File: config.mk
export PLATFORM = sky130hd
export DESIGN_NAME = psr_regs
export DESIGN_NICKNAME = d
export VERILOG_FILES = /design/src/inc/psr_pkg.sv /design/src/verilog/psr_regs.sv
export SDC_FILE = /design/constraint.sdc
export NUM_CORES = 1
export LEC_CHECK = 0
export ABC_AREA = 1
export BUFFER_PORTS_ARGS = -buffer_cell sky130_fd_sc_hd__buf_2
export CORE_AREA = 2 2 133 135
export CTS_BUF_LIST = sky130_fd_sc_hd__clkbuf_8
export CTS_CLUSTER_SIZE = 10
export DETAILED_ROUTE_END_ITERATION = 6
export DIE_AREA = 0 0 135 137
export PLACE_DENSITY = 0.81
export SYNTH_ARGS = -nofsm -noshare
export SYNTH_HDL_FRONTEND = slang
export SYNTH_SLANG_ARGS = --single-unit
File: constraint.sdc
create_clock -name clk_sys -period 2.5 [get_ports clk_sys]
set_input_delay 0.25 -clock clk_sys [delete_from_list [all_inputs] [get_ports clk_sys]]
set_output_delay 0.25 -clock clk_sys [all_outputs]
set_load 0.005 [all_outputs]
File: src/inc/psr_pkg.sv
// constants for the processor status register bank
// Function
// tile control bits 25:18 hold media transmit data delay in clock cycles, reset 0
// transmit clock rises when counter equals bits 17:9, falls at half of it
// tile control bit 8 enables the media interface peripheral ports, reset 0
// tile control bit 4 enables the low-power clock divider; bits 4,5 reset 0
// dynamic mode (bit 5) divides only while all active threads pause
// bit 2 selects UTMI (1) or ULPI (0); bit 1 enables ULPI support
// boot status is read-only and reports processor number in bits 23:16
// boot status flags: bits 8,5,4,3,2 and boot PLL mode in 1:0
// once security bit 31 is set, further writes to it are refused
// security bit 12 locks all OTP sectors, bits 11:8 lock one each
// security bits 14, 4 and 0 block debug and JTAG access paths
// security bit 5 forces boot from OTP; bit 7 enables OTP redundancy
// security register loads the security word read from OTP
// four oscillators clock own counters; bit 1 core, bit 0 peripheral
// software reads a counter only after its oscillator stopped 10 cycles
// registers 0x07..0x0A give 16-bit counts: tile cell, wire, periph cell, wire
// system reset leaves oscillator counter values unchanged
// oscillators run asynchronous to the tile clock as random bit source
// RAM size register reports bytes in bits 31:2, bits 1:0 reserved
// debug status copy holds thread status flags at debugger entry
// bit 10 address space, bit 9 entry issue mode, bit 8 current issue mode
// software forms resource id as register number shifted by 8 OR 0x0B
// reserved bits read zero; writes to them or read-only fields ignored
package psr_pkg;
  localparam logic [7:0] REG_TILE_CTRL = 8'h02;
  localparam logic [7:0] REG_BOOT_STAT = 8'h03;
  localparam logic [7:0] REG_SEC_CFG = 8'h05;
  localparam logic [7:0] REG_OSC_CTRL = 8'h06;
  localparam logic [7:0] REG_OSC_CNT0 = 8'h07;
  localparam logic [7:0] REG_OSC_CNT3 = 8'h0A;
  localparam logic [7:0] REG_RAM_SIZE = 8'h0C;
  localparam logic [7:0] REG_DBG_SSR = 8'h10;
  localparam logic [7:0] RES_ID_TAG = 8'h0B;
  // tile control fields
  localparam int CTL_DLY_LSB = 18;
  localparam int CTL_DIV_LSB = 9;
  localparam int CTL_RGMII_EN = 8;
  localparam int CTL_LP_DYN = 5;
  localparam int CTL_LP_EN = 4;
  localparam int CTL_UTMI_SEL = 2;
  localparam int CTL_ULPI_EN = 1;
  localparam logic [31:0] CTL_WMASK = 32'h03FF_FF36;
  localparam logic [31:0] CTL_RESET = 32'h0000_0000;
  // security fields
  localparam int SEC_WLOCK = 31;
  localparam int SEC_NO_GDBG = 14;
  localparam int SEC_LOCK_ALL = 12;
  localparam int SEC_LOCK_LSB = 8;
  localparam int SEC_REDUND = 7;
  localparam int SEC_OTP_BOOT = 5;
  localparam int SEC_NO_JCFG = 4;
  localparam int SEC_NO_JTAP = 0;
  localparam logic [31:0] SEC_WMASK = 32'h8000_5FB1;
  localparam logic [31:0] SEC_RESET = 32'h0000_0000;
  // oscillator control
  localparam int OSC_CORE_EN = 1;
  localparam int OSC_PERI_EN = 0;
  // debug status copy and RAM size
  localparam int SSR_DUAL_ISSUE = 8;
  localparam logic [10:0] SSR_WMASK = 11'h6DF;
  localparam logic [10:0] SSR_RESET = 11'h000;
  localparam logic [31:0] RAM_SIZE_BYTES = 32'h0001_0000;
endpackage : psr_pkg

File: src/verilog/psr_regs.sv
// processor status register bank of one tile
`timescale 1ns/10ps
`default_nettype none
module psr_regs #(
  parameter logic [31:0] RAM_BYTES = psr_pkg::RAM_SIZE_BYTES,
  parameter int CNT_W = 16
) (
  input wire logic clk_sys,
  input wire logic reset_n,
  input wire logic clkEn,
  // status access port of the core
  input wire logic [7:0] psRegNum,
  input wire logic psWrite,
  input wire logic psRead,
  input wire logic [31:0] psWdata,
  output logic [31:0] psRdata,
  output logic psRdValid,
  // tile control outputs, plus the allThreadsPaused input
  output logic [7:0] txDataDelay,
  output logic txClk,
  output logic rgmiiEnable,
  input wire logic allThreadsPaused,
  output logic lpDivActive,
  output logic utmiSelect,
  output logic ulpiEnable,
  // boot straps, from pins
  input wire logic [7:0] procNumPin,
  input wire logic bootOverwritePin,
  input wire logic core1OffPin,
  input wire logic skipOtpPollPin,
  input wire logic bootRamPin,
  input wire logic bootJtagPin,
  input wire logic [1:0] bootPllModePin,
  // security
  input wire logic otpSecLoad,
  input wire logic [31:0] otpSecWord,
  output logic secGlobalDebugOff,
  output logic secLockAllOtp,
  output logic [3:0] secLockSector,
  output logic secOtpRedundancy,
  output logic secBootFromOtp,
  output logic secJtagCfgOff,
  output logic secJtagTapOff,
  // ring oscillators, free running and asynchronous
  input wire logic [3:0] oscTick,
  output logic coreOscEnable,
  output logic periphOscEnable,
  // debug
  input wire logic debugMode,
  input wire logic debugEntry,
  input wire logic [10:0] threadStatus,
  input wire logic curDualIssue
);

  logic [31:0] ctrl_q;
  logic [31:0] sec_q;
  logic [1:0] oscCtl_q;
  logic [10:0] ssr_q;
  logic [8:0] divCnt_q;
  logic txClk_q;
  logic [31:0] rdata_q;
  logic rdValid_q;
  logic [13:0] bootSync1_q;
  logic [13:0] bootSync2_q;
  logic [3:0] oscSync1_q;
  logic [3:0] oscSync2_q;
  logic [3:0] oscLast_q;
  // power-up value only; a system reset leaves the counts alone
  logic [CNT_W-1:0] oscCnt_q [4] = '{default: '0};
  logic [8:0] divVal;
  logic [3:0] oscRun;
  logic wrCtrl;
  logic wrSec;
  logic wrOsc;
  logic wrSsr;

  // write masking keeps reserved and read-only bits untouched
  function automatic logic [31:0] mergeBits(
    input logic [31:0] oldVal,
    input logic [31:0] newVal,
    input logic [31:0] mask
  );
    mergeBits = (oldVal & ~mask) | (newVal & mask);
  endfunction : mergeBits

  // the core hands over the bare register number; resource tag stripped
  assign wrCtrl = clkEn && psWrite && psRegNum == psr_pkg::REG_TILE_CTRL;
  assign wrSec = clkEn && psWrite && psRegNum == psr_pkg::REG_SEC_CFG;
  assign wrOsc = clkEn && psWrite && psRegNum == psr_pkg::REG_OSC_CTRL;
  // debug copy writable only from debug mode
  assign wrSsr = clkEn && psWrite && debugMode &&
                 psRegNum == psr_pkg::REG_DBG_SSR;

  // tile control
  always_ff @(posedge clk_sys or negedge reset_n) begin
    if (!reset_n) begin
      ctrl_q <= psr_pkg::CTL_RESET;
    end else if (wrCtrl) begin
      ctrl_q <= mergeBits(ctrl_q, psWdata, psr_pkg::CTL_WMASK);
    end
  end

  assign txDataDelay = ctrl_q[psr_pkg::CTL_DLY_LSB +: 8];
  assign divVal = ctrl_q[psr_pkg::CTL_DIV_LSB +: 9];
  assign rgmiiEnable = ctrl_q[psr_pkg::CTL_RGMII_EN];
  assign utmiSelect = ctrl_q[psr_pkg::CTL_UTMI_SEL];
  assign ulpiEnable = ctrl_q[psr_pkg::CTL_ULPI_EN];
  // static mode divides always, dynamic only while everything sleeps
  assign lpDivActive = ctrl_q[psr_pkg::CTL_LP_EN] &&
    (!ctrl_q[psr_pkg::CTL_LP_DYN] || allThreadsPaused);

  // transmit clock divider, counter wraps at the programmed value
  always_ff @(posedge clk_sys or negedge reset_n) begin
    if (!reset_n) begin
      divCnt_q <= 9'h000;
    end else if (clkEn) begin
      if (divCnt_q >= divVal) begin
        divCnt_q <= 9'h000;
      end else begin
        divCnt_q <= divCnt_q + 9'h001;
      end
    end
  end

  // rise wins when value and half value coincide (divide by one)
  always_ff @(posedge clk_sys or negedge reset_n) begin
    if (!reset_n) begin
      txClk_q <= 1'b0;
    end else if (clkEn) begin
      if (divCnt_q == divVal) begin
        txClk_q <= 1'b1;
      end else if (divCnt_q == (divVal >> 1)) begin
        txClk_q <= 1'b0;
      end
    end
  end

  assign txClk = txClk_q;

  // boot straps are pin levels, two stages before use
  always_ff @(posedge clk_sys or negedge reset_n) begin
    if (!reset_n) begin
      bootSync1_q <= 14'h0000;
      bootSync2_q <= 14'h0000;
    end else if (clkEn) begin
      bootSync1_q <= {procNumPin, bootOverwritePin, core1OffPin,
                      skipOtpPollPin, bootRamPin, bootJtagPin,
                      bootPllModePin[1]};
      bootSync2_q <= bootSync1_q;
    end
  end

  // pll mode bit 0 is folded in separately to keep the vector short
  logic [1:0] pll0Sync_q;
  always_ff @(posedge clk_sys or negedge reset_n) begin
    if (!reset_n) begin
      pll0Sync_q <= 2'b00;
    end else if (clkEn) begin
      pll0Sync_q <= {pll0Sync_q[0], bootPllModePin[0]};
    end
  end

  // security configuration; an OTP load always lands, lock or not
  always_ff @(posedge clk_sys or negedge reset_n) begin
    if (!reset_n) begin
      sec_q <= psr_pkg::SEC_RESET;
    end else if (clkEn && otpSecLoad) begin
      sec_q <= otpSecWord & psr_pkg::SEC_WMASK;
    end else if (wrSec && !sec_q[psr_pkg::SEC_WLOCK]) begin
      sec_q <= mergeBits(sec_q, psWdata, psr_pkg::SEC_WMASK);
    end
  end

  assign secGlobalDebugOff = sec_q[psr_pkg::SEC_NO_GDBG];
  assign secLockAllOtp = sec_q[psr_pkg::SEC_LOCK_ALL];
  // the global lock also covers each sector individually
  assign secLockSector = sec_q[psr_pkg::SEC_LOCK_LSB +: 4] |
                         {4{sec_q[psr_pkg::SEC_LOCK_ALL]}};
  assign secOtpRedundancy = sec_q[psr_pkg::SEC_REDUND];
  assign secBootFromOtp = sec_q[psr_pkg::SEC_OTP_BOOT];
  assign secJtagCfgOff = sec_q[psr_pkg::SEC_NO_JCFG];
  assign secJtagTapOff = sec_q[psr_pkg::SEC_NO_JTAP];

  // ring oscillator control
  always_ff @(posedge clk_sys or negedge reset_n) begin
    if (!reset_n) begin
      oscCtl_q <= 2'b00;
    end else if (wrOsc) begin
      oscCtl_q <= {psWdata[psr_pkg::OSC_CORE_EN],
                   psWdata[psr_pkg::OSC_PERI_EN]};
    end
  end

  assign coreOscEnable = oscCtl_q[1];
  assign periphOscEnable = oscCtl_q[0];
  // counters 0,1 belong to the tile, 2,3 to the peripheral
  assign oscRun = {{2{oscCtl_q[0]}}, {2{oscCtl_q[1]}}};

  // oscillator ticks come from free-running async rings
  always_ff @(posedge clk_sys or negedge reset_n) begin
    if (!reset_n) begin
      oscSync1_q <= 4'h0;
      oscSync2_q <= 4'h0;
      oscLast_q <= 4'h0;
    end else if (clkEn) begin
      oscSync1_q <= oscTick;
      oscSync2_q <= oscSync1_q;
      oscLast_q <= oscSync2_q;
    end
  end

  // no reset: counts survive a system reset and seed randomness;
  // ring rate is limited to below half the tile clock by sampling
  always_ff @(posedge clk_sys) begin
    for (int i = 0; i < 4; i++) begin
      if (clkEn && oscRun[i] && oscSync2_q[i] && !oscLast_q[i]) begin
        oscCnt_q[i] <= oscCnt_q[i] + 1'b1;
      end
    end
  end

  // debug copy of thread status, capture beats a debugger write
  always_ff @(posedge clk_sys or negedge reset_n) begin
    if (!reset_n) begin
      ssr_q <= psr_pkg::SSR_RESET;
    end else if (clkEn && debugEntry) begin
      ssr_q <= threadStatus & psr_pkg::SSR_WMASK;
    end else if (wrSsr) begin
      ssr_q <= (ssr_q & ~psr_pkg::SSR_WMASK) |
               (psWdata[10:0] & psr_pkg::SSR_WMASK);
    end
  end

  // read path, data registered one cycle after the strobe
  always_ff @(posedge clk_sys or negedge reset_n) begin
    if (!reset_n) begin
      rdata_q <= 32'h0000_0000;
      rdValid_q <= 1'b0;
    end else if (clkEn) begin
      rdValid_q <= psRead;
      if (psRead) begin
        rdata_q <= 32'h0000_0000;
        unique case (psRegNum)
          psr_pkg::REG_TILE_CTRL: rdata_q <= ctrl_q;
          psr_pkg::REG_BOOT_STAT: begin
            rdata_q[23:16] <= bootSync2_q[13:6];
            rdata_q[8] <= bootSync2_q[5];
            rdata_q[5:2] <= bootSync2_q[4:1];
            rdata_q[1:0] <= {bootSync2_q[0], pll0Sync_q[1]};
          end
          psr_pkg::REG_SEC_CFG: rdata_q <= sec_q;
          psr_pkg::REG_OSC_CTRL: rdata_q[1:0] <= oscCtl_q;
          8'h07, 8'h08, 8'h09, 8'h0A: begin
            rdata_q[CNT_W-1:0] <=
              oscCnt_q[2'(psRegNum - psr_pkg::REG_OSC_CNT0)];
          end
          psr_pkg::REG_RAM_SIZE: begin
            rdata_q[31:2] <= RAM_BYTES[31:2];
          end
          psr_pkg::REG_DBG_SSR: begin
            rdata_q[10:0] <= ssr_q;
            rdata_q[psr_pkg::SSR_DUAL_ISSUE] <= curDualIssue;
          end
          default: rdata_q <= 32'h0000_0000;
        endcase
      end
    end
  end

  assign psRdata = rdata_q;
  assign psRdValid = rdValid_q;

  // ---------------- assertions ----------------
  property p_ctrl_delay;
    @(posedge clk_sys) disable iff (!reset_n)
    wrCtrl |=> txDataDelay == $past(psWdata[25:18]);
  endproperty
  a_ctrl_delay: assert property (p_ctrl_delay)
    else $error("transmit delay not taken from write");

  property p_tx_rise;
    @(posedge clk_sys) disable iff (!reset_n)
    clkEn && divCnt_q == divVal && !wrCtrl |=> txClk && divCnt_q == 9'h000;
  endproperty
  a_tx_rise: assert property (p_tx_rise)
    else $error("transmit clock did not rise at divider value");

  property p_tx_fall;
    @(posedge clk_sys) disable iff (!reset_n)
    clkEn && divVal != 9'h000 && divCnt_q == (divVal >> 1) |=> !txClk;
  endproperty
  a_tx_fall: assert property (p_tx_fall)
    else $error("transmit clock did not fall at half value");

  property p_lp_dyn;
    @(posedge clk_sys) disable iff (!reset_n)
    ctrl_q[psr_pkg::CTL_LP_DYN] && !allThreadsPaused |-> !lpDivActive;
  endproperty
  a_lp_dyn: assert property (p_lp_dyn)
    else $error("dynamic divider active while a thread runs");

  property p_sec_lock;
    @(posedge clk_sys) disable iff (!reset_n)
    sec_q[31] && wrSec && !otpSecLoad |=> $stable(sec_q);
  endproperty
  a_sec_lock: assert property (p_sec_lock)
    else $error("locked security register was written");

  property p_sec_load;
    @(posedge clk_sys) disable iff (!reset_n)
    clkEn && otpSecLoad |=> sec_q == ($past(otpSecWord) & 32'h8000_5FB1);
  endproperty
  a_sec_load: assert property (p_sec_load)
    else $error("security word not loaded from OTP");

  property p_osc_stop;
    @(posedge clk_sys) disable iff (!reset_n)
    !oscCtl_q[1] ##1 !oscCtl_q[1] |-> $stable(oscCnt_q[0]);
  endproperty
  a_osc_stop: assert property (p_osc_stop)
    else $error("stopped oscillator counter moved");

  property p_ssr_cap;
    @(posedge clk_sys) disable iff (!reset_n)
    clkEn && debugEntry |=> ssr_q == ($past(threadStatus) & 11'h6DF);
  endproperty
  a_ssr_cap: assert property (p_ssr_cap)
    else $error("thread status not captured on debug entry");

  property p_rsvd_zero;
    @(posedge clk_sys) disable iff (!reset_n)
    clkEn && psRead && psRegNum == psr_pkg::REG_TILE_CTRL
      |=> psRdValid && psRdata[31:26] == 6'h00 && psRdata[0] == 1'b0;
  endproperty
  a_rsvd_zero: assert property (p_rsvd_zero)
    else $error("reserved control bits read non-zero");

  property p_boot_num;
    @(posedge clk_sys) disable iff (!reset_n)
    clkEn && psRead && psRegNum == psr_pkg::REG_BOOT_STAT
      |=> psRdata[23:16] == $past(bootSync2_q[13:6]);
  endproperty
  a_boot_num: assert property (p_boot_num)
    else $error("boot status processor number wrong");

  property p_ctrl_rgmii;
    @(posedge clk_sys) disable iff (!reset_n)
    wrCtrl |=> rgmiiEnable == $past(psWdata[psr_pkg::CTL_RGMII_EN]);
  endproperty
  a_ctrl_rgmii: assert property (p_ctrl_rgmii)
    else $error("media port enable not taken from write");

  property p_lp_static;
    @(posedge clk_sys) disable iff (!reset_n)
    ctrl_q[psr_pkg::CTL_LP_EN] && !ctrl_q[psr_pkg::CTL_LP_DYN]
      |-> lpDivActive;
  endproperty
  a_lp_static: assert property (p_lp_static)
    else $error("static divider not active");

  property p_sec_sector;
    @(posedge clk_sys) disable iff (!reset_n)
    secLockAllOtp |-> secLockSector == 4'hF;
  endproperty
  a_sec_sector: assert property (p_sec_sector)
    else $error("global lock left a sector open");

  property p_ssr_di;
    @(posedge clk_sys) disable iff (!reset_n)
    clkEn && psRead && psRegNum == psr_pkg::REG_DBG_SSR
      |=> psRdata[psr_pkg::SSR_DUAL_ISSUE] == $past(curDualIssue);
  endproperty
  a_ssr_di: assert property (p_ssr_di)
    else $error("current issue mode not reported");

  property p_osc_peri;
    @(posedge clk_sys) disable iff (!reset_n)
    !oscCtl_q[0] |=> $stable(oscCnt_q[2]) && $stable(oscCnt_q[3]);
  endproperty
  a_osc_peri: assert property (p_osc_peri)
    else $error("stopped peripheral counter moved");

endmodule : psr_regs
`default_nettype wire

After elaboration in Yosys (flattened, before gate mapping):

Memory sizes are Yosys's and may differ from the RTL's.
Index checks and enable logic that the tools add are counted.
Widths: inputs -> output; s select.

* word-level logic and storage cells: 94
* ROM bits: 0
* memories: 1
* bits of input ports: 112
* register bits: 162
* memory bits (writable): 64
* bits in latches: 0
* output and inout port bits: 58

Memory list
* oscCnt_q: depth 4, bits a word 16, rd ports 5, clocked after Yosys merged registers in 0, wr ports 4, line psr_regs.sv:69 `logic [CNT_W-1:0] oscCnt_q [4] = '{default: '0};`

* order comparisons: 1
* shifts and indexed selects: 0
* muxes and demuxes: 23
* add/subtract/negate cells: 6
* divide/modulo/power cells: 0
* bitwise operators: 4
* reduce and logical (&&, ||, !) cells: 33
* $mul: 0
* equality and inequality tests: 12

Operator list (count)
* $add 16x1->16 const B: 4
* $mux 32: 2
* $eq 8x4->1 const B: 4
* $or 31x32->32: 1
* $or 32x26->32: 1
* $pmux 8 s4: 1
* $eq 8x3->1 const B: 3
* $mux 11: 2
* $logic_and 1x1->1: 20
* $pmux 4 s5: 1
* $eq 8x2->1 const B: 2
* $pmux 2 s4: 2
* $pmux 8 s2: 1
* $pmux 5 s3: 1
* $pmux 2 s6: 1
* $or 9x11->11: 1
* $mux 1: 10
* $add 9x1->9 const B: 1
* $eq 9x8->1: 1
* $eq 9x9->1: 1
* $ge 9x9->1: 1
* $mux 9: 1
* $eq 8x5->1 const B: 1
* $logic_not 1->1: 6
* 7 further kinds: 10

Depth between registers and ports, before layout:

Gate-level depths: netlist of run 1.

* word-level depth: 5
* mapped depth: 14
* depth with buffers taken out: 11

Least setup slack after synthesis of run 1:

Ideal clock, no wire load.

* kind: input -> register
* start: in clkEn
* end: mem oscCnt_q[0][0] (enable)
* path slack: 0.153 ns
* required time: 2.091 ns
* stages on the path: 5
* arrival: 1.938 ns
* setup time: 0.409 ns
* cell sequence: buf_4 > buf_2 > buf_2 > nand2_1 > nor3_1

RTL lines
* start: declaration: line psr_regs.sv:10 `input wire logic clkEn,`
* end: declaration: line psr_regs.sv:69

Worst setup path in the final report of run 1:

* start: reg ctrl_q[17]
* end: reg divCnt_q[1]

* cells in the longest elaborated chain, start to end: 2

RTL lines
* start: declaration: line psr_regs.sv:55 `logic [31:0] ctrl_q;`
* start signal: assignment: line psr_regs.sv:97 `ctrl_q <= psr_pkg::CTL_RESET;`
* start signal: assignment: line psr_regs.sv:99 `ctrl_q <= mergeBits(ctrl_q, psWdata, psr_pkg::CTL_WMASK);`
* $ge 9x9->1: line psr_regs.sv:117 `if (divCnt_q >= divVal) begin`
* $mux 9: line psr_regs.sv:117
* end signal: assignment: line psr_regs.sv:120 `divCnt_q <= divCnt_q + 9'h001;`
* end: declaration: line psr_regs.sv:59 `logic [8:0] divCnt_q;`

No other way between the ends.
A chain may end at the register's enable or synchronous reset.

==> metrics, run 1 <==
Longest Clk Path Bufs 2; Syn Nets 1298; Finished Layout Cells 1552; skew final 0.0105 ns; final max-slew violation count 0; most used cell, CP inv_1; Die W 135 microns; final setup vio count 0; Final Wtd Congestion 0.929; fin nets 1444; share of layout cells above drive strength 1 17.4%; fin crit share 76.0%; slowest stage delay, CP 0.40 ns; Area Overhead vs Synth 15.2%; Worst VDD drop 388 uV; setup bufs post-CTS 0; synthesized area 9920 sq um; Max FO, Critical Path 9; via/cell ratio 5.36; WL final 24300 microns; htree depth 4; Max Freq 526 MHz; status complete, no violations; post-layout instance area 11400 sq um; startpoint class of the critical path flip-flop; placed cell area 10800 sq um; Die Y 137 microns; mean post-synth cell area 8.49 sq um; first-pass GRT wire length 38600 microns; Antenna Cells 0; Post-CTS Resized 0; cell breakdown of the critical path inv_1, ha_1, nand2_1, inv_1, a21oi_1, nand4_1, o21ai_0; cell count after synthesis 1168; Skew-Pair Late Insertion Delay 0.47 ns; Leak 5.78 nW; Pwr Density 585 nW/um^2; Seq cells post-synth 189; commonest non-fill, non-tap cell in the layout nand2_1; Initial Util 58.1%; vias 8315; grt total ovfl 0; Post-synth EDFFs 64; root buf cell clkbuf_8; Synth cell types 38; num rows 48; Sink Count 189; GRT Overall Usage 26.9%; commonest non-fill, non-tap cells in the layout nand2_1 (372), buf_2 (140), dfrtp_1 (125); crit path capture type flip-flop; WP data arrival 2.27 ns; Routed wire per std cell 15.6 microns; DP Cell Count 1500; vias in the first global route 7717; num ports 170; CP Class reg2reg; initial DRC count 904; Core ar. 17100 sq um; Die ar. 18500 sq um; Routed Antenna Nets 0; Detailed Routing Iterations Pass 1 5; Hold Fails Final Rpt 0; RSZ-0062 raised after global routing false; maximum number of pins on one net before global-route repair 57; Critical Path RT 2.87 ns; Crit-path slowest cell nand4_1; Max-slew headroom 51.9%; # Max-Cap Violations 0; sequential fraction of the synthesis area 50.9%; clk slew on worst S/H paths 0.10 ns; setup TNS 0 ns; initial antenna violation count 0; worst hold path class in2reg; fin crit period 1.90 ns; Inserted Clock Buffers 17; DP HPWL 18000 microns; Port Buf Inserts 141; Yosys warnings 0; TritonCTS clock tree yes; Post-synth ARST share 66.1%; Primary FF master, synth dfrtp_1; Worst-Margin Slew 0.722 ns; DR DRC count 0
-- synth_stat cells (2+ instances only) --
library cell	n	share of area, %
edfxtp_1	64	19
o22ai_1	11	0.69
xor2_1	58	5.1
buf_4	13	0.98
clkbuf_1	11	0.42
buf_1	4	0.15
nand3_1	66	3.3
mux2_2	8	0.91
buf_6	4	0.45
nor2_8	2	0.40
nand2_2	2	0.13
nor2_1	80	3.0
buf_2	19	0.96
inv_1	112	4.2
nand2_1	372	14
xnor2_1	7	0.62
a21oi_2	5	0.44
ha_1	18	2.3
nor2_2	3	0.19
inv_2	5	0.19
mux2i_1	8	0.81
a21oi_1	49	2.5
nor3_2	4	0.40
dfrtp_1	125	32
nand4_1	12	0.76
nor2_4	2	0.23
nand2_4	2	0.23
nor3_1	27	1.4
o21ai_0	66	3.3
-- registers in the layout, summed over array words and instances (netlist names), 2 cells and up --
name         count
bootSync1_q     14
pll0Sync_q       2
oscSync2_q       4
divCnt_q         9
oscLast_q        4
oscCtl_q         2
sec_q           11
oscCnt_q        64
ctrl_q          22
psRdata         28
oscSync1_q       4
ssr_q            9
bootSync2_q     14
-- worst paths after layout --
path | end | depth (start not counted) | slack [ns] | from
worst min-delay path | ctrl_q[20]$_DFFE_PN0P_ | 3 | 0.02 | psWdata[20]
max in group asynchronous | ctrl_q[10]$_DFFE_PN0P_ | 3 | 1.37 | reset_n
worst min register to register | oscSync1_q[0]$_DFFE_PN0P_ | 2 | 0.48 | oscSync1_q[0]$_DFFE_PN0P_
worst max register to register | divCnt_q[1]$_DFFE_PN0P_ | 7 | 0.60 | ctrl_q[17]$_DFFE_PN0P_
worst max-delay path | divCnt_q[1]$_DFFE_PN0P_ | 7 | 0.60 | ctrl_q[17]$_DFFE_PN0P_
min in group asynchronous | psRdata[25]$_DFFE_PN0P_ | 2 | 0.43 | reset_n
-- per-layer routing --
layer	part of all wire, %	global-route usage, %	vias to the layer above
met5	0	0	-
met4	3.0	10.6	0
met3	6.7	4.26	49
met2	46	41.7	354
met1	45	38.2	3870
li1	-	-	4042
-- critical path, delay by kind of cell, from the launching register on --
family / cells / cell delay [ns]
and+or+nand+nor: 2 / 0.50
AOI/OAI and AO/OA: 2 / 0.44
DFF: 1 / 0.37
adders and majority gates: 1 / 0.29
buffers and inverters: 2 / 0.20
-- stage by stage --
stage	power (mW)	hold WS, ns	utilization (%)	worst slack (ns)
3_3_place_gp	4.38	0.347	63.2	0.566
3_5_place_dp	4.40	0.353	63.2	0.522
2_1_floorplan	4.07	-0.0456	-	0.153
5_1_grt	6.94	0.00888	67.0	0.451
4_1_cts	6.69	0.00349	67.0	0.609
6_report	6.68	0.0157	67.0	0.601
-- area by class of cell --
cell class                 instances  area, sq um
clock buffer                      17          234
tap                              225          282
fill                            1372         5630
sequential                       189         5050
multi-input combinational        809         4140
clock inverter                    15          218
inverter                         119          452
timing repair buffer             178         1050
-- what timing repair did --
item / in CTS / in global routing
hold endpoints to repair: 72 / 0
hold buffers: 20 / 0
endpoints found under the setup margin: 0 / 0
-- cell families (layout without fill, tap and decap cells) --
kind of cell	after synthesis	after routing	share of synthesized area, %
AOI/OAI and AO/OA	134	134	7.26
xor gates and xnor gates	65	65	5.74
and+or+nand+nor	576	576	24.6
DFF	189	189	50.9
buffers and inverters	170	329	7.52
adders and majority gates	18	18	2.27
muxes	16	16	1.72
-- report_power, final --
group | leakage [nW] | internal (mW) | switching (mW) | total [mW]
clock network | 0.226 | 1.13 | 1.18 | 2.30
logic | 3.45 | 0.334 | 0.496 | 0.830
registers | 2.11 | 3.37 | 0.180 | 3.55
Note: power is estimated with default switching activity, not from simulation.
==> run 2: changes to the inputs <==
--- a/config.mk
+++ b/config.mk
@@ -7,12 +7,12 @@
 export LEC_CHECK = 0
 export ABC_AREA = 1
 export BUFFER_PORTS_ARGS = -buffer_cell sky130_fd_sc_hd__buf_2
-export CORE_AREA = 2 2 133 135
+export CORE_AREA = 2 2 140 142
 export CTS_BUF_LIST = sky130_fd_sc_hd__clkbuf_8
 export CTS_CLUSTER_SIZE = 10
 export DETAILED_ROUTE_END_ITERATION = 6
-export DIE_AREA = 0 0 135 137
-export PLACE_DENSITY = 0.81
+export DIE_AREA = 0 0 142 144
+export PLACE_DENSITY = 0.77
 export SYNTH_ARGS = -nofsm -noshare
 export SYNTH_HDL_FRONTEND = slang
 export SYNTH_SLANG_ARGS = --single-unit
==> constraint.sdc (replaced) <==
create_clock -name clk_sys -period 1.6 [get_ports clk_sys]
set_input_delay 0.16 -clock clk_sys [delete_from_list [all_inputs] [get_ports clk_sys]]
set_output_delay 0.16 -clock clk_sys [all_outputs]
set_load 0.005 [all_outputs]
==> metrics, run 2 (synthesized netlist as in run 1, its figures left out) <==
status finished, violations left; failing checks negative setup slack; vias 9040; root buf cell clkbuf_8; share of layout cells above drive strength 1 24.2%; vias in the first global route 8456; RSZ-0062 raised after global routing true; met2 wire len 13100 microns; TritonCTS clock tree yes; cell breakdown of the critical path inv_2, ha_4, nand2_2, inv_1, nand2_1, nand2_1, nand2_1, nand4_1, buf_6, a21oi_1; Inserted Clock Buffers 17; r2r startpoint ctrl_q[13]$_DFFE_PN0P_; Crit-path slowest cell dfrtp_1; first-pass GRT wire length 43600 microns; Max-slew headroom 54.4%; worst hold stages 3; Core ar. 19100 sq um; Worst path depth 10; worst hold path class in2reg; hold_ws 0.0138 ns; Worst VDD drop 562 uV; total chip power 10.9 mW; num ports 170; fin worst setup slack -0.00593 ns; launch point of the worst path ctrl_q[13]$_DFFE_PN0P_; startpoint class of the critical path flip-flop; htree depth 4; met3 WL post-DR 2090 microns; skew final 0.0124 ns; num rows 51; # Max-Cap Violations 0; CP Class reg2reg; Detailed Routing Iterations Pass 1 7; Routed wire per std cell 17.1 microns; Max Freq 623 MHz; Max FO, Critical Path 5; Final Wtd Congestion 0.954; Leak 6.30 nW; WL met1 12000 microns; fin crit share 100%; Pwr Density 860 nW/um^2; top sig layer met4; Sink Count 189; Worst Path Buf+Inv 3; Core Util, Final 66.2%; maximum number of pins on one net before global-route repair 59; Worst path top cell family by delay simple AND/OR/NAND/NOR gates; path depth of the worst reg2reg path 10; Die W 142 microns; WP data arrival 2.02 ns; Die Y 144 microns; max reg flops 64; DP Cell Count 1574; Finished Layout Cells 1671; GRT Overall Usage 27.7%; DP HPWL 19700 microns; grt total ovfl 0; commonest non-fill, non-tap cell in the layout nand2_1; most used cell, CP nand2_1; Die ar. 20400 sq um; slowest stage delay, CP 0.40 ns; HP Start psWdata[6]; Routed Antenna Nets 0; Skew-Pair Late Insertion Delay 0.48 ns; fin nets 1549; Critical Path RT 2.01 ns; Largest Register oscCnt_q; Initial Util 52.0%; fill cell count 1473; clk slew on worst S/H paths 0.10 ns; final setup vio count 4; Area Overhead vs Synth 27.4%; Worst-Margin Slew 0.683 ns; WL final 28500 microns; commonest non-fill, non-tap cells in the layout nand2_1 (369), buf_2 (140), dfrtp_1 (125); post-placement setup slack -0.101 ns; via/cell ratio 5.41; DR DRC count 0; final max-slew violation count 0; initial antenna violation count 1; Port Buf Inserts 141; initial DRC count 827; fin crit period 1.61 ns; crit path capture type flip-flop; Hold Fails Final Rpt 0; Longest Clk Path Bufs 2
==> run 2: worst paths after layout <==
check | endpoint | slack, ns
hold / removal | ssr_q[6]$_DFFE_PN0P_ | 0.01
max in group asynchronous | ssr_q[2]$_DFFE_PN0P_ | 0.85
setup reg to reg | divCnt_q[5]$_DFFE_PN0P_ | -0.006
hold reg to reg | pll0Sync_q[1]$_DFFE_PN0P_ | 0.47
setup / recovery | divCnt_q[5]$_DFFE_PN0P_ | -0.006
min in group asynchronous | psRdata[10]$_DFFE_PN0P_ | 0.12
==> run 2: area by class of cell <==
cell class	instances	area, sq um	share of cell area [%]
antenna	1	2.50	0.0198
clock buffer	19	262	2.07
clock inverter	13	173	1.37
inverter	119	454	3.60
multi-input combinational	809	4390	34.8
sequential	189	5050	40.0
tap	238	298	2.36
timing repair buffer	283	2000	15.8
==> run 2: layer usage <==
metal / up-vias / global-route usage, %
met1: 4236 / 38.3
li1: 4238 / -
met5: - / 0
met2: 461 / 43.0
met4: 0 / 13.6
met3: 105 / 4.14
==> run 2: power breakdown <==
part	total, mW	switching [mW]	leakage (nW)	internal, mW
logic	1.84	1.02	3.96	0.817
clock network	3.51	1.74	0.226	1.77
registers	5.51	0.249	2.11	5.27
==> run 2: worst reg2reg max path, cell delays in order, from the launching register on <==
cell and delay, ns:
dfrtp_1 0.40, inv_2 0.09, ha_4 0.22, nand2_2 0.08
inv_1 0.04, nand2_1 0.06, nand2_1 0.05, nand2_1 0.06
nand4_1 0.21, buf_6 0.21, a21oi_1 0.12
==> run 2: repair_timing <==
action / 4_1_cts / 5_1_grt
setup buffers: 1 / 10
setup endpoints to repair: 5 / 31
cloned: 0 / 1
hold buffers: 52 / 0
gates resized for setup: 5 / 47
pin swaps: 1 / 5
endpoints found under the hold margin: 176 / 0
==> run 2: stage by stage <==
stage / cell area [sq um] / setup TNS, ns
floorplan: 9980 / 0
global placement: 11400 / -0.0419
detailed placement: 11400 / -0.351
CTS: 12300 / -0.00641
global route: 12600 / -0.836
finish: 12600 / -0.0144
==> run 3: changes to the inputs <==
==> constraint.sdc (replaced) <==
create_clock -name clk_sys -period 1.6 [get_ports clk_sys]
set_input_delay 0.16 -clock clk_sys [delete_from_list [all_inputs] [get_ports clk_sys]]
set_output_delay 0.16 -clock clk_sys [all_outputs]
set_load 0.1 [all_outputs]
==> metrics, run 3 (synthesized netlist as in run 1, its figures left out) <==
status finished, violations left; failing checks negative setup slack; Core ar. 19100 sq um; initial DRC count 758; Max-slew headroom 55.0%; maximum number of pins on one net before global-route repair 39; grt total ovfl 0; skew final 0.0146 ns; fin worst setup slack -0.00850 ns; root buf cell clkbuf_8; Critical R2R Capture divCnt_q[3]$_DFFE_PN0P_; Core Util, Final 65.8%; fin nets 1542; commonest non-fill, non-tap cell in the layout nand2_1; CP Class reg2out; Die W 142 microns; share of layout cells above drive strength 1 23.3%; Routed Antenna Nets 0; Die ar. 20400 sq um; final setup vio count 1; Die Y 144 microns; slowest stage delay, CP 0.41 ns; Max FO, Critical Path 5; RSZ-0062 raised after global routing true; Routed wire per std cell 16.4 microns; Hold Fails Final Rpt 0; Port Buf Inserts 141; worst hold path class in2reg; crit path capture type primary output; clk slew on worst S/H paths 0.09 ns; Worst-Margin Slew 0.675 ns; Leak 6.31 nW; Longest Clk Path Bufs 2; Antenna Cells 0; Worst path top cell family by delay flip-flops; placed cell area 11400 sq um; max reg flops 64; R2R setup slack 0.03 ns; Final Wtd Congestion 0.949; GRT Overall Usage 26.8%; final max-slew violation count 0; WP data arrival 1.45 ns; vias 8807; Pwr Density 872 nW/um^2; DR DRC count 0; Largest Register oscCnt_q; vias in the first global route 8403; Worst VDD drop 535 uV; first-pass GRT wire length 42200 microns; total chip power 10.9 mW; Worst Path Buf+Inv 2; worst hold stages 4; TritonCTS clock tree yes; num ports 170; Detailed Routing Iterations Pass 1 5; hold_ws 0.0142 ns; Sink Count 189; WL final 27300 microns; r2r startpoint ctrl_q[15]$_DFFE_PN0P_; Max Freq 622 MHz; Area Overhead vs Synth 26.5%; launch point of the worst path sec_q[12]$_DFFE_PN0P_; Initial Util 52.0%; # Max-Cap Violations 0; Critical Path RT 1.44 ns; Skew-Pair Late Insertion Delay 0.48 ns; commonest non-fill, non-tap cells in the layout nand2_1 (368), buf_2 (134), dfrtp_1 (122); DP HPWL 19400 microns; fin crit share 101%; path depth of the worst reg2reg path 8; Min-Delay Endpoint sec_q[12]$_DFFE_PN0P_; htree depth 4; num rows 51; via/cell ratio 5.30; Crit-path slowest cell dfrtp_2; cell breakdown of the critical path clkinvlp_4, nand2_2, buf_12; initial antenna violation count 0; HP Start otpSecWord[12]; post-layout instance area 12500 sq um; startpoint class of the critical path flip-flop; fin crit period 1.61 ns; Inserted Clock Buffers 17
==> run 3: changes by cell type in the layout (fill, tap and decap cells not counted), sizes merged <==
cell / previous run / this run
inv: 123 / 127
buf: 231 / 229
dlygate4sd3: 52 / 46
clkinv: 3 / 1
diode: 1 / 0
bufinv: 4 / 3
==> run 3: layout make-up <==
cell class | count | area [sq um]
multi-input combinational | 809 | 4310
tap | 238 | 298
inverter | 119 | 458
fill | 1483 | 6530
clock inverter | 14 | 140
clock buffer | 18 | 248
timing repair buffer | 276 | 2030
sequential | 189 | 5060
==> run 3: stage by stage <==
step / TNS [ns] / setup WS [ns] / cells
finish: -0.00850 / -0.00850 / 1663
global placement: -0.0460 / -0.0460 / 1577
detailed placement: -0.0598 / -0.0329 / 1577
CTS: -0.248 / -0.0760 / 1655
global route: -0.347 / -0.0458 / 1663
floorplan: 0 / 0.00846 / 1168
==> run 3: worst max path at each step <==
stage	end	cells after the start
2_1_floorplan	oscCnt_q[1][0]$_DFFE_PP_	2
3_3_place_gp	psRdata[14]$_DFFE_PN0P_	12
3_5_place_dp	psRdata[14]$_DFFE_PN0P_	12
4_1_cts	secLockSector[0]	3
5_1_grt	oscCnt_q[1][14]$_DFFE_PP_	6
6_report	secLockSector[1]	3
==> run 3: metal layers <==
| layer | wire, microns | vias up | track usage [%] | share of wire (%) |
|---|---|---|---|---|
| met1 | 11700 | 4120 | 36.5 | 43 |
| met4 | 1130 | 0 | 12.1 | 4.1 |
| met5 | 0 | - | 0 | 0 |
| li1 | - | 4231 | - | - |
| met3 | 1780 | 80 | 5.03 | 6.5 |
| met2 | 12700 | 376 | 42.0 | 47 |
==> run 3: power breakdown <==
group          switching [mW]  internal, mW  leakage (nW)
combinational            1.42         0.820          3.99
sequential              0.228          5.27          2.10
clock                    1.66          1.54         0.224
total                    3.31          7.63          6.31
==> run 3: repair_timing <==
action / in CTS / in global routing
setup buffers: 0 / 8
endpoints found under the hold margin: 116 / 0
gates resized for setup: 8 / 42
hold buffers: 46 / 0
pin swaps: 0 / 5
endpoints found under the setup margin: 8 / 28
==> run 3: tightest hold or removal path: cells and delay by family <==
kind	cells	cell delay [ns]
AO/OA/AOI/OAI	1	0.06
buffers and inverters	1	0.07
multiplexers	1	0.12
AND/OR/NAND/NOR	1	0.04
